<file path="config.mk">
export PLATFORM = sky130hd
export DESIGN_NAME = frews_top
export DESIGN_NICKNAME = d
export VERILOG_FILES = /design/src/design/frews_pkg.sv /design/src/design/frews_top.sv
export SDC_FILE = /design/constraint.sdc
export NUM_CORES = 1
export LEC_CHECK = 0
export BUFFER_PORTS_ARGS = -buffer_cell sky130_fd_sc_hd__buf_4
export CORE_AREA = 2 2 295 297
export DETAILED_ROUTE_END_ITERATION = 16
export DIE_AREA = 0 0 297 299
export PLACE_DENSITY = 0.65
export SLEW_MARGIN = 20
export SYNTH_ARGS = -nofsm -noshare
export SYNTH_HDL_FRONTEND = slang
export SYNTH_SLANG_ARGS = --single-unit
</file>
<file path="constraint.sdc">
create_clock -name SYS_CLK -period 6.3 [get_ports SYS_CLK]
set_input_delay 1.26 -clock SYS_CLK [delete_from_list [all_inputs] [get_ports SYS_CLK]]
set_output_delay 1.26 -clock SYS_CLK [all_outputs]
set_load 0.1 [all_outputs]
</file>
<file path="src/design/frews_pkg.sv">
/*
 * Shared constants and types of the Flash row erase / write sequencer:
 * register offsets, control field positions, reset values and timing.
 * Assumes a 125 MHz system clock and a 32-bit APB register port.
 */
package frews_pkg;

    // ------------------------------------------------------------------
    // Register offsets (byte addresses on APB)
    // ------------------------------------------------------------------
    localparam logic [7:0] OFF_ADDR_LOW = 8'h00;
    localparam logic [7:0] OFF_ADDR_HIGH = 8'h04;
    localparam logic [7:0] OFF_DATA_LOW = 8'h08;
    localparam logic [7:0] OFF_DATA_HIGH = 8'h0c;
    localparam logic [7:0] OFF_CONTROL = 8'h10;
    localparam logic [7:0] OFF_UNLOCK = 8'h14;

    // ------------------------------------------------------------------
    // Control register field positions
    // ------------------------------------------------------------------
    localparam int CTL_READ = 0;
    localparam int CTL_WRITE = 1;
    localparam int CTL_WRITE_ENABLE = 2;
    localparam int CTL_ERROR = 3;
    localparam int CTL_ERASE_SELECT = 4;
    localparam int CTL_LATCH_ONLY = 5;
    localparam int CTL_CONFIG_SELECT = 6;

    // ------------------------------------------------------------------
    // Values
    // ------------------------------------------------------------------
    localparam logic [7:0] UNLOCK_FIRST = 8'h55;
    localparam logic [7:0] UNLOCK_SECOND = 8'haa;
    localparam logic [13:0] LATCH_BLANK = 14'h3fff;
    localparam int LATCH_COUNT = 32;

    // ------------------------------------------------------------------
    // Timing
    // ------------------------------------------------------------------
    localparam int CLK_PERIOD_NS = 8;
    localparam int SETUP_CYCLES = 2;
    localparam logic [1:0] SETUP_LAST = 2'(SETUP_CYCLES - 1);
    localparam int STALL_TIME_NS = 2000000;
    localparam int STALL_CYCLES_DEF = STALL_TIME_NS / CLK_PERIOD_NS;

    // ------------------------------------------------------------------
    // Types
    // ------------------------------------------------------------------
    typedef enum logic [1:0] {PH_IDLE, PH_SETUP, PH_BUSY} frews_phase_t;
    typedef enum logic [1:0] {UNL_NONE, UNL_FIRST, UNL_ARMED} frews_unlock_t;

    typedef struct packed {
        frews_phase_t phase;
        frews_unlock_t unlock;
        logic [1:0] setup_cnt;
        logic [31:0] timer;
        logic [7:0] flash_addr_low;
        logic [6:0] flash_addr_high;
        logic [7:0] flash_data_low;
        logic [5:0] flash_data_high;
        logic config_space_select;
        logic latch_only;
        logic erase_select;
        logic program_error_flag;
        logic write_enable;
        logic write_ctrl;
        logic op_erase;
        logic op_program;
        logic [31:0][13:0] latch;
    } frews_state_t;

endpackage

</file>
<file path="src/design/frews_top.sv">
/*
 * Flash row erase / write sequencer: APB register file, unlock checker,
 * 32-word write latch bank, forced setup cycles and self-timed core stall.
 * Assumes the core reaches the registers over APB on SYS_CLK, and that the
 * Flash array takes a row address plus erase or program levels and the
 * whole latch bank in parallel while those levels stand.
 */
`timescale 1ns/1ns

module frews_top #(
    parameter int unsigned STALL_CYCLES = frews_pkg::STALL_CYCLES_DEF
) (
    input wire logic SYS_CLK,
    input wire logic RESETN,
    input wire logic CE,
    input wire logic PSEL,
    input wire logic PENABLE,
    input wire logic PWRITE,
    input wire logic [7:0] PADDR,
    input wire logic [31:0] PWDATA,
    output logic [31:0] PRDATA,
    output logic PREADY,
    output logic PSLVERR,
    output logic CORE_FORCE_NOP,
    output logic CORE_STALL,
    output logic [9:0] FLASH_ROW,
    output logic FLASH_ERASE,
    output logic FLASH_PROGRAM,
    output logic [447:0] FLASH_ROW_DATA
);

    // ------------------------------------------------------------------
    // Reset value of the whole state
    // ------------------------------------------------------------------
    localparam frews_pkg::frews_state_t ST_RESET = '{
        phase: frews_pkg::PH_IDLE,
        unlock: frews_pkg::UNL_NONE,
        setup_cnt: 2'h0,
        timer: 32'h0,
        flash_addr_low: 8'h00,
        flash_addr_high: 7'h00,
        flash_data_low: 8'h00,
        flash_data_high: 6'h00,
        config_space_select: 1'b0,
        latch_only: 1'b0,
        erase_select: 1'b0,
        program_error_flag: 1'b0,
        write_enable: 1'b0,
        write_ctrl: 1'b0,
        op_erase: 1'b0,
        op_program: 1'b0,
        latch: {frews_pkg::LATCH_COUNT{frews_pkg::LATCH_BLANK}}
    };

    // ------------------------------------------------------------------
    // Helpers
    // ------------------------------------------------------------------
    // Next unlock step for a byte written to the unlock register
    function automatic frews_pkg::frews_unlock_t unlock_step(
        input frews_pkg::frews_unlock_t cur,
        input logic [7:0] val
    );
        frews_pkg::frews_unlock_t res;
        res = frews_pkg::UNL_NONE;
        case (val)
            frews_pkg::UNLOCK_FIRST: begin
                // A fresh 55h always restarts the sequence
                res = frews_pkg::UNL_FIRST;
            end
            frews_pkg::UNLOCK_SECOND: begin
                if (cur == frews_pkg::UNL_FIRST) begin
                    res = frews_pkg::UNL_ARMED;
                end
            end
            default: begin
                res = frews_pkg::UNL_NONE;
            end
        endcase
        return res;
    endfunction

    function automatic logic is_mapped(input logic [7:0] a);
        logic res;
        case (a)
            frews_pkg::OFF_ADDR_LOW, frews_pkg::OFF_ADDR_HIGH: begin
                res = 1'b1;
            end
            frews_pkg::OFF_DATA_LOW, frews_pkg::OFF_DATA_HIGH: begin
                res = 1'b1;
            end
            frews_pkg::OFF_CONTROL, frews_pkg::OFF_UNLOCK: begin
                res = 1'b1;
            end
            default: begin
                res = 1'b0;
            end
        endcase
        return res;
    endfunction

    // Every latch at the erased value
    function automatic logic [31:0][13:0] blank_bank();
        logic [31:0][13:0] res;
        for (int i = 0; i < frews_pkg::LATCH_COUNT; i++) begin
            res[i] = frews_pkg::LATCH_BLANK;
        end
        return res;
    endfunction

    // Latch word from the two data registers
    function automatic logic [13:0] word_of(input logic [5:0] hi, input logic [7:0] lo);
        return {hi, lo};
    endfunction

    // Row number: upper ten bits of the fifteen-bit word address
    function automatic logic [9:0] row_of(input logic [6:0] hi, input logic [7:0] lo);
        return {hi, lo[7:5]};
    endfunction

    // ------------------------------------------------------------------
    // State
    // ------------------------------------------------------------------
    frews_pkg::frews_state_t st;
    frews_pkg::frews_state_t next_st;
    logic idle;
    logic access;
    logic wr_access;
    logic start_ok;
    logic wr_control;
    logic start_req;

    // Loaded one short: the cycle in which the timer reads zero still stalls
    localparam logic [31:0] STALL_LOAD = 32'(STALL_CYCLES - 1);

    // The core bus is held off while an operation runs; that is how the
    // core halts. Nothing is clock-gated, so the rest of the chip runs on.
    assign idle = st.phase == frews_pkg::PH_IDLE;
    assign access = PSEL & PENABLE & idle & CE;
    assign wr_access = access & PWRITE;

    // Start needs the armed unlock, write enable and program space.
    assign start_ok = st.unlock == frews_pkg::UNL_ARMED
        && PWDATA[frews_pkg::CTL_WRITE_ENABLE]
        && !PWDATA[frews_pkg::CTL_CONFIG_SELECT];

    // ------------------------------------------------------------------
    // Register write decode
    // ------------------------------------------------------------------
    assign wr_control = wr_access && PADDR == frews_pkg::OFF_CONTROL;
    // A write of 0 to the write bit is no start attempt at all.
    assign start_req = wr_control && PWDATA[frews_pkg::CTL_WRITE];

    always_comb begin
        next_st = st;
        // CE low freezes every field; PREADY drops too, so no transfer is lost
        if (CE) begin
            case (st.phase)
                frews_pkg::PH_IDLE: begin
                    if (wr_access) begin
                        // Any register write other than to the unlock or control register
                        // breaks a pending unlock.
                        if (PADDR != frews_pkg::OFF_UNLOCK && PADDR != frews_pkg::OFF_CONTROL) begin
                            next_st.unlock = frews_pkg::UNL_NONE;
                        end
                        case (PADDR)
                            frews_pkg::OFF_ADDR_LOW: begin
                                next_st.flash_addr_low = PWDATA[7:0];
                            end
                            frews_pkg::OFF_ADDR_HIGH: begin
                                next_st.flash_addr_high = PWDATA[6:0];
                            end
                            frews_pkg::OFF_DATA_LOW: begin
                                next_st.flash_data_low = PWDATA[7:0];
                            end
                            frews_pkg::OFF_DATA_HIGH: begin
                                next_st.flash_data_high = PWDATA[5:0];
                            end
                            frews_pkg::OFF_UNLOCK: begin
                                next_st.unlock = unlock_step(st.unlock, PWDATA[7:0]);
                            end
                            frews_pkg::OFF_CONTROL: begin
                                next_st.config_space_select = PWDATA[frews_pkg::CTL_CONFIG_SELECT];
                                next_st.latch_only = PWDATA[frews_pkg::CTL_LATCH_ONLY];
                                next_st.erase_select = PWDATA[frews_pkg::CTL_ERASE_SELECT];
                                next_st.program_error_flag = PWDATA[frews_pkg::CTL_ERROR];
                                next_st.write_enable = PWDATA[frews_pkg::CTL_WRITE_ENABLE];
                                // Writing 0 to the write bit is ignored.
                                // Every set attempt consumes the unlock.
                                if (start_req) begin
                                    next_st.unlock = frews_pkg::UNL_NONE;
                                    // Flag raised on each attempt; the set wins
                                    // over a software clear in the same write.
                                    next_st.program_error_flag = 1'b1;
                                    if (start_ok) begin
                                        next_st.write_ctrl = 1'b1;
                                        next_st.phase = frews_pkg::PH_SETUP;
                                        next_st.setup_cnt = 2'h0;
                                        if (PWDATA[frews_pkg::CTL_ERASE_SELECT]) begin
                                            next_st.op_erase = 1'b1;
                                        end else begin
                                            // Address low bits pick the latch.
                                            next_st.latch[st.flash_addr_low[4:0]] =
                                                word_of(st.flash_data_high, st.flash_data_low);
                                            next_st.op_program = !PWDATA[frews_pkg::CTL_LATCH_ONLY];
                                        end
                                    end
                                end
                            end
                            default: begin
                            end
                        endcase
                    end
                end
                frews_pkg::PH_SETUP: begin
                    // Two forced no-op cycles before anything else.
                    if (st.setup_cnt == frews_pkg::SETUP_LAST) begin
                        if (st.op_erase || st.op_program) begin
                            next_st.phase = frews_pkg::PH_BUSY;
                            next_st.timer = STALL_LOAD;
                        end else begin
                            // Latch-only load ends here without a stall.
                            // Latches keep their contents for the next load
                            next_st.phase = frews_pkg::PH_IDLE;
                            next_st.write_ctrl = 1'b0;
                            next_st.program_error_flag = 1'b0;
                        end
                    end else begin
                        next_st.setup_cnt = 2'(st.setup_cnt + 2'h1);
                    end
                end
                frews_pkg::PH_BUSY: begin
                    // Latches and row stay frozen so the array sees one image
                    if (st.timer == 32'h0) begin
                        // Core released in the next cycle, when PREADY rises.
                        next_st.phase = frews_pkg::PH_IDLE;
                        next_st.write_ctrl = 1'b0;
                        next_st.erase_select = 1'b0;
                        next_st.program_error_flag = 1'b0;
                        next_st.op_erase = 1'b0;
                        next_st.op_program = 1'b0;
                        next_st.latch = blank_bank();
                    end else begin
                        next_st.timer = 32'(st.timer - 32'h1);
                    end
                end
                default: begin
                    next_st.phase = frews_pkg::PH_IDLE;
                end
            endcase
        end
    end

    // Write enable and all control bits clear at reset.
    always_ff @(posedge SYS_CLK or negedge RESETN) begin
        if (!RESETN) begin
            st <= ST_RESET;
        end else begin
            st <= next_st;
        end
    end

    // ------------------------------------------------------------------
    // APB answer
    // ------------------------------------------------------------------
    // Zero wait states while idle; a transfer during an operation waits
    // until the operation ends, which is what holds the core.
    assign PREADY = idle & CE;
    // Unmapped addresses answer at once with an error; a write there only breaks a pending unlock
    assign PSLVERR = access & !is_mapped(PADDR);

    always_comb begin
        PRDATA = 32'h0;
        if (access && !PWRITE) begin
            case (PADDR)
                frews_pkg::OFF_ADDR_LOW: begin
                    PRDATA = {24'h0, st.flash_addr_low};
                end
                frews_pkg::OFF_ADDR_HIGH: begin
                    PRDATA = {24'h0, 1'b1, st.flash_addr_high};
                end
                frews_pkg::OFF_DATA_LOW: begin
                    PRDATA = {24'h0, st.flash_data_low};
                end
                frews_pkg::OFF_DATA_HIGH: begin
                    PRDATA = {26'h0, st.flash_data_high};
                end
                frews_pkg::OFF_CONTROL: begin
                    // Top bit reads 1, read bit reads 0
                    PRDATA = {24'h0, 1'b1,
                        st.config_space_select,
                        st.latch_only,
                        st.erase_select,
                        st.program_error_flag,
                        st.write_enable,
                        st.write_ctrl,
                        1'b0};
                end
                default: begin
                    // Unlock register is write only and reads 0
                    PRDATA = 32'h0;
                end
            endcase
        end
    end

    // ------------------------------------------------------------------
    // Core and array side
    // ------------------------------------------------------------------
    assign CORE_FORCE_NOP = st.phase == frews_pkg::PH_SETUP;
    assign CORE_STALL = st.phase == frews_pkg::PH_BUSY;
    // The row is the upper ten address bits only; low bits never reach
    // the array, so a commit cannot cross a row.
    assign FLASH_ROW = row_of(st.flash_addr_high, st.flash_addr_low);
    // Erase and program are separate levels: a program never erases.
    assign FLASH_ERASE = CORE_STALL & st.op_erase;
    // Whole bank, blank words included, goes to the row.
    assign FLASH_PROGRAM = CORE_STALL & st.op_program;
    // Latch bank drives the array directly; no copy is taken at the start
    assign FLASH_ROW_DATA = st.latch;

endmodule

</file>
# ---- After elaboration in Yosys (flattened, before gate mapping)
# Index checks and enable logic that the tools add are counted.
# W data, S select, Z words.
dict set report op_classes {
  n_addsub 2
  reduce_logical 34
  bitwise_logic 8
  eq_ne 26
  n_lt_le_gt_ge 2
  muxes 40
}
# operator count
set ops {}
lappend ops {{$mux W451} 3}
lappend ops {{$mux W454} 2}
lappend ops {{$pmux W450 S2} 1}
lappend ops {{$mux W449} 1}
lappend ops {{$bwmux W448} 1}
lappend ops {{$mux W32} 3}
lappend ops {{$demux W14 S5} 1}
lappend ops {{$pmux W32 S2} 1}
lappend ops {{$pmux W8 S5} 1}
lappend ops {{$logic_not A32 Y1} 1}
lappend ops {{$sub A32 B1 Y32 const B} 1}
lappend ops {{$reduce_and A7 Y1} 3}
lappend ops {{$mux W2} 10}
lappend ops {{$reduce_and A4 Y1} 5}
lappend ops {{$eq A8 B4 Y1 const B} 2}
lappend ops {{$eq A8 B5 Y1 const B} 2}
lappend ops {{$ne A8 B5 Y1 const B} 2}
lappend ops {{$reduce_and A8 Y1} 2}
lappend ops {{$mux W14} 1}
lappend ops {{$ne A2 B1 Y1 const B} 7}
lappend ops {{$mux W6} 2}
lappend ops {{$pmux W2 S2} 3}
lappend ops {{$ne A2 B2 Y1 const B} 5}
lappend ops {{$reduce_and A5 Y1} 2}
lappend ops {{other kinds (24)} 50}
dict set report word_totals {
  ff_bits 523
  word_cells 160
}

# ---- Depth between registers and ports, before layout
dict set report depth {
  depth_word 11
  ltp_mapped 11
}

# ---- Worst setup path after synthesis
# OpenSTA, ideal clock, no wires.
dict set report synth_timing {
  kind {input to output}
  startpoint {in PADDR[5]}
  endpoint {out PRDATA[2]}
  arrival_time_ns 4.186
  t_required_ns 5.040
  slack_ns 0.854
  n_path_buf 1
  stages 6
  cell_sequence {or4_1 -> nor3_1 -> and3b_1 -> clkbuf_1 -> nand2_1 -> a31oi_1}
}
dict set report synth_between {
  elab_chain_len 3
}
# item line_no
set synth_lines {}
lappend synth_lines {{start: declaration} frews_top.sv:19} ;# input wire logic [7:0] PADDR,
lappend synth_lines {{$eq A8 B5 Y1 (tied with other cells)} frews_top.sv:274} ;# case (PADDR)
lappend synth_lines {{$pmux W8 S5 *} frews_top.sv:274}
lappend synth_lines {{$mux W8 *} frews_top.sv:273} ;# if (access && !PWRITE) begin
lappend synth_lines {{end: declaration} frews_top.sv:21} ;# output logic [31:0] PRDATA,
# Every way passes the cells marked *; elsewhere a longest branch is shown, timed or not.

# ---- Worst setup path in the final report
dict set report layout_timing {
  startpoint {in PADDR[2]}
  endpoint {out PRDATA[2]}
}
# The elaborated chain is that of the path after synthesis.

==> run summary <==
=======================================================================================
Number of enable-type register cells in the synthesized netlist ..........            0
Top routing layer used ...................................................         met4
Final number of setup-violating endpoints ................................            0
Post-CTS repair timing setup buffer count ................................            0
Die footprint ............................................................ 0.0888 sq mm
Die outline height .......................................................  299 microns
Number of vias in the routed layout ......................................        19300
Number of top-level pins .................................................          542
Final hold slack .........................................................       484 ps
Fmax .....................................................................      195 MHz
Final clock period utilization by the worst path .........................        81.4%
Arrival time worst endpoint ..............................................      3870 ps
Power density normalized to cell area ....................................  219 mW/mm^2
Top FF cell, synth .......................................................      dfstp_2
RSZ-0062 raised after global routing .....................................        false
Cell breakdown of the critical path ...................................... buf_4, or4_1, nor2_1, o21ai_1, a31oi_1, buf_4
Area growth from synthesis to final layout ...............................        11.6%
Post-route met1 wirelength ...............................................      39.0 mm
Worst-case register-to-register setup slack ..............................      2070 ps
Count of hold buffers inserted by post-cts repair ........................            0
Share of final-layout standard cells stronger than drive strength 1 ......        60.2%
Drt via density ..........................................................         5.11
Largest fanout of any net on the critical path ...........................            8
Worst Setup End Kind .....................................................  output port
Pins over their slew limit ...............................................            0
Met3 WL ..................................................................      5.42 mm
Outcome ..................................................................    completed
Aggregate global routing overflow ........................................            0
Clock tree sinks .........................................................          523
Critical path class ......................................................       in2out
Avg Synthesized Cell Area ................................................   11.5 sq um
Clock latency on the worst-skew pair .....................................       630 ps
Startpoint types ......................................................... primary input
Slowest cell delay on critical path ......................................       660 ps
Number of failing hold endpoints at the final stage ......................            0
Critical path's most frequent cell .......................................        buf_4
Relative slew slack ......................................................        22.8%
Cell Area, Synth ......................................................... 0.0296 sq mm
Antenna violations before repair .........................................            2
Sequential area share after synthesis ....................................        46.0%
Routed WL per cell ....................................................... 24.4 microns
Reg2Reg Launch Point ..................................................... st[498]$_DFFE_PN0P_
Lkg Pwr ..................................................................      13.1 nW
Drt pass-1 iters .........................................................            8
Vias in the first global route ...........................................        19200
Die X ....................................................................  297 microns
Row count ................................................................          108
Distinct cell type count after synthesis .................................           61
Clock buffer count from CTS ..............................................           59
Met2 routed wirelength ...................................................      44.3 mm
Setup Skew ...............................................................      17.0 ps
Clock tree from TritonCTS ................................................        built
Half-perimeter wire length after detailed placement ......................      59.2 mm
CTS resizes ..............................................................            0
Initial standard-cell utilization of the core ............................        34.5%
Final wirelength .........................................................      92.0 mm
Clock Pin Slew Worst Setup and Hold Paths ................................        60 ps
Overall Global Routing Usage .............................................        20.1%
Leading cell type in the layout, fill and taps excluded ..................        buf_4
Number of buffer cells added on primary ports ............................          493
H-tree depth reported by CTS .............................................            2
Number of buffers on the longest clock path ..............................            3
Largest vdd supply drop ..................................................     0.192 mV
FF+latch count, synth ....................................................          523
Yosys Warn Count .........................................................            0
Root buffer cell .........................................................    clkbuf_16
Data required time at the worst endpoint .................................      5040 ps
GPL Wtd Cong .............................................................        0.791
Final critical path time including I/O delays and setup ..................      5130 ps
Slowest stage cell on the critical path ..................................        or4_1
Pin count of the biggest net entering global routing .....................          179
Leading cell types in the layout, fill and taps excluded ................. buf_4 (576), nand2_1 (487), dfstp_2 (448), a2bb2oi_2 (320), a2bb2oi_1 (129)
Post-layout net count ....................................................         2622
Power, Total .............................................................      7.26 mW
Summed negative setup slack over all endpoints ...........................         0 ps
Worst min-delay path startpoint .......................................... st[455]$_DFFE_PN0P_
DRT antenna net count ....................................................            0
Number of violations reported at the end of detailed-routing iteration 0 .         1356
Class of the worst hold path .............................................      reg2reg
Async S/R FF share, synth ................................................         100%
DR DRC count .............................................................            0
Antenna diode instance count .............................................            0
Worst slew pin tran ......................................................      1160 ps
Number of instances in the synthesized netlist ...........................         2579
Global-route wire length before repair ...................................       134 mm
Launching element of the worst setup path ................................     PADDR[2]
Maxcap violations ........................................................            0
Area inside the core boundary ............................................ 0.0859 sq mm
=======================================================================================
==> report_power, final <==
group          internal, mW  switching (mW)  leakage [nW]
Sequential             3.38         0.00301          5.66
Clock                  2.21            1.48          1.03
Combinational        0.0229           0.173          6.45
==> worst max-delay path: cells and delay by family <==
kind | cells | cell delay, ps
compound gates | 2 | 880
buf+inv | 2 | 520
simple gates | 2 | 1210
==> area by class of cell <==
class | count | area [sq um]
tap | 1155 | 1450
multi-input combinational | 1356 | 11300
clock inverter | 25 | 298
sequential | 523 | 13600
timing repair buffer | 587 | 4480
clock buffer | 83 | 1780
fill | 8286 | 52800
inverter | 42 | 160
==> kinds of logic after synthesis <==
| family | after synthesis | synth area share (%) |
|---|---|---|
| buffers and inverters | 723 | 16.5 |
| muxes | 31 | 1.18 |
| AOI/OAI and AO/OA | 610 | 25.8 |
| other | 1 | 0.0126 |
| and+or+nand+nor | 683 | 10.2 |
| adders and majority gates | 7 | 0.295 |
| DFF | 523 | 46.0 |
| xor gates and xnor gates | 1 | 0.0295 |
==> state kept, by name, indices dropped and copies added, names as in the netlist <==
signal / cells
st: 65
FLASH_ROW_DATA: 448
FLASH_ROW: 10
==> path summary, 6_finish.rpt <==
kind                                                   end  depth (start not counted)
min                                    st[455]$_DFFE_PN0P_                          2
max reg2reg                  FLASH_ROW_DATA[0]$_DFFE_PN1P_                          6
max in group asynchronous  FLASH_ROW_DATA[287]$_DFFE_PN1P_                          2
min in group asynchronous         FLASH_ROW[4]$_DFFE_PN0P_                          1
max                                              PRDATA[2]                          6
min reg2reg                            st[455]$_DFFE_PN0P_                          2
==> Yosys cell counts (8+ instances only) <==
master     number  area [sq um]
nand2_1       487          1830
buf_4         486          3650
dfstp_2       448         11800
a2bb2oi_2     320          4800
a2bb2oi_1     129          1130
clkbuf_1      120           450
dfrtp_1        75          1880
a21oi_1        55           275
nor2_1         52           195
inv_1          42           158
buf_6          35           394
buf_2          33           165
a2111oi_4      32           881
mux2_2         31           349
or4_1          27           203
or3_1          25           156
o21ai_0        23           115
and2_1         19           119
o31ai_1        18           135
nand3_1        13          65.1
or2_2           8          50.1
==> routing by layer <==
metal / global-route usage [%] / up-vias
met5: 0 / -
met4: 7.64 / 0
met3: 4.25 / 151
met2: 32.7 / 627
met1: 26.1 / 9937
li1: - / 8560
==> stage by stage <==
stage          setup slack [ps]  util (%)  std cells  area, sq um
6_report                   1170      38.5       3771        33100
5_1_grt                    1060      38.5       3771        33100
4_1_cts                    1220      38.3       3756        32900
3_5_place_dp               1230      35.9       3648        30900
3_3_place_gp               1180      35.9       3645        30800
2_1_floorplan               854         -       2602        29700
(Power assumes the default switching activity.)
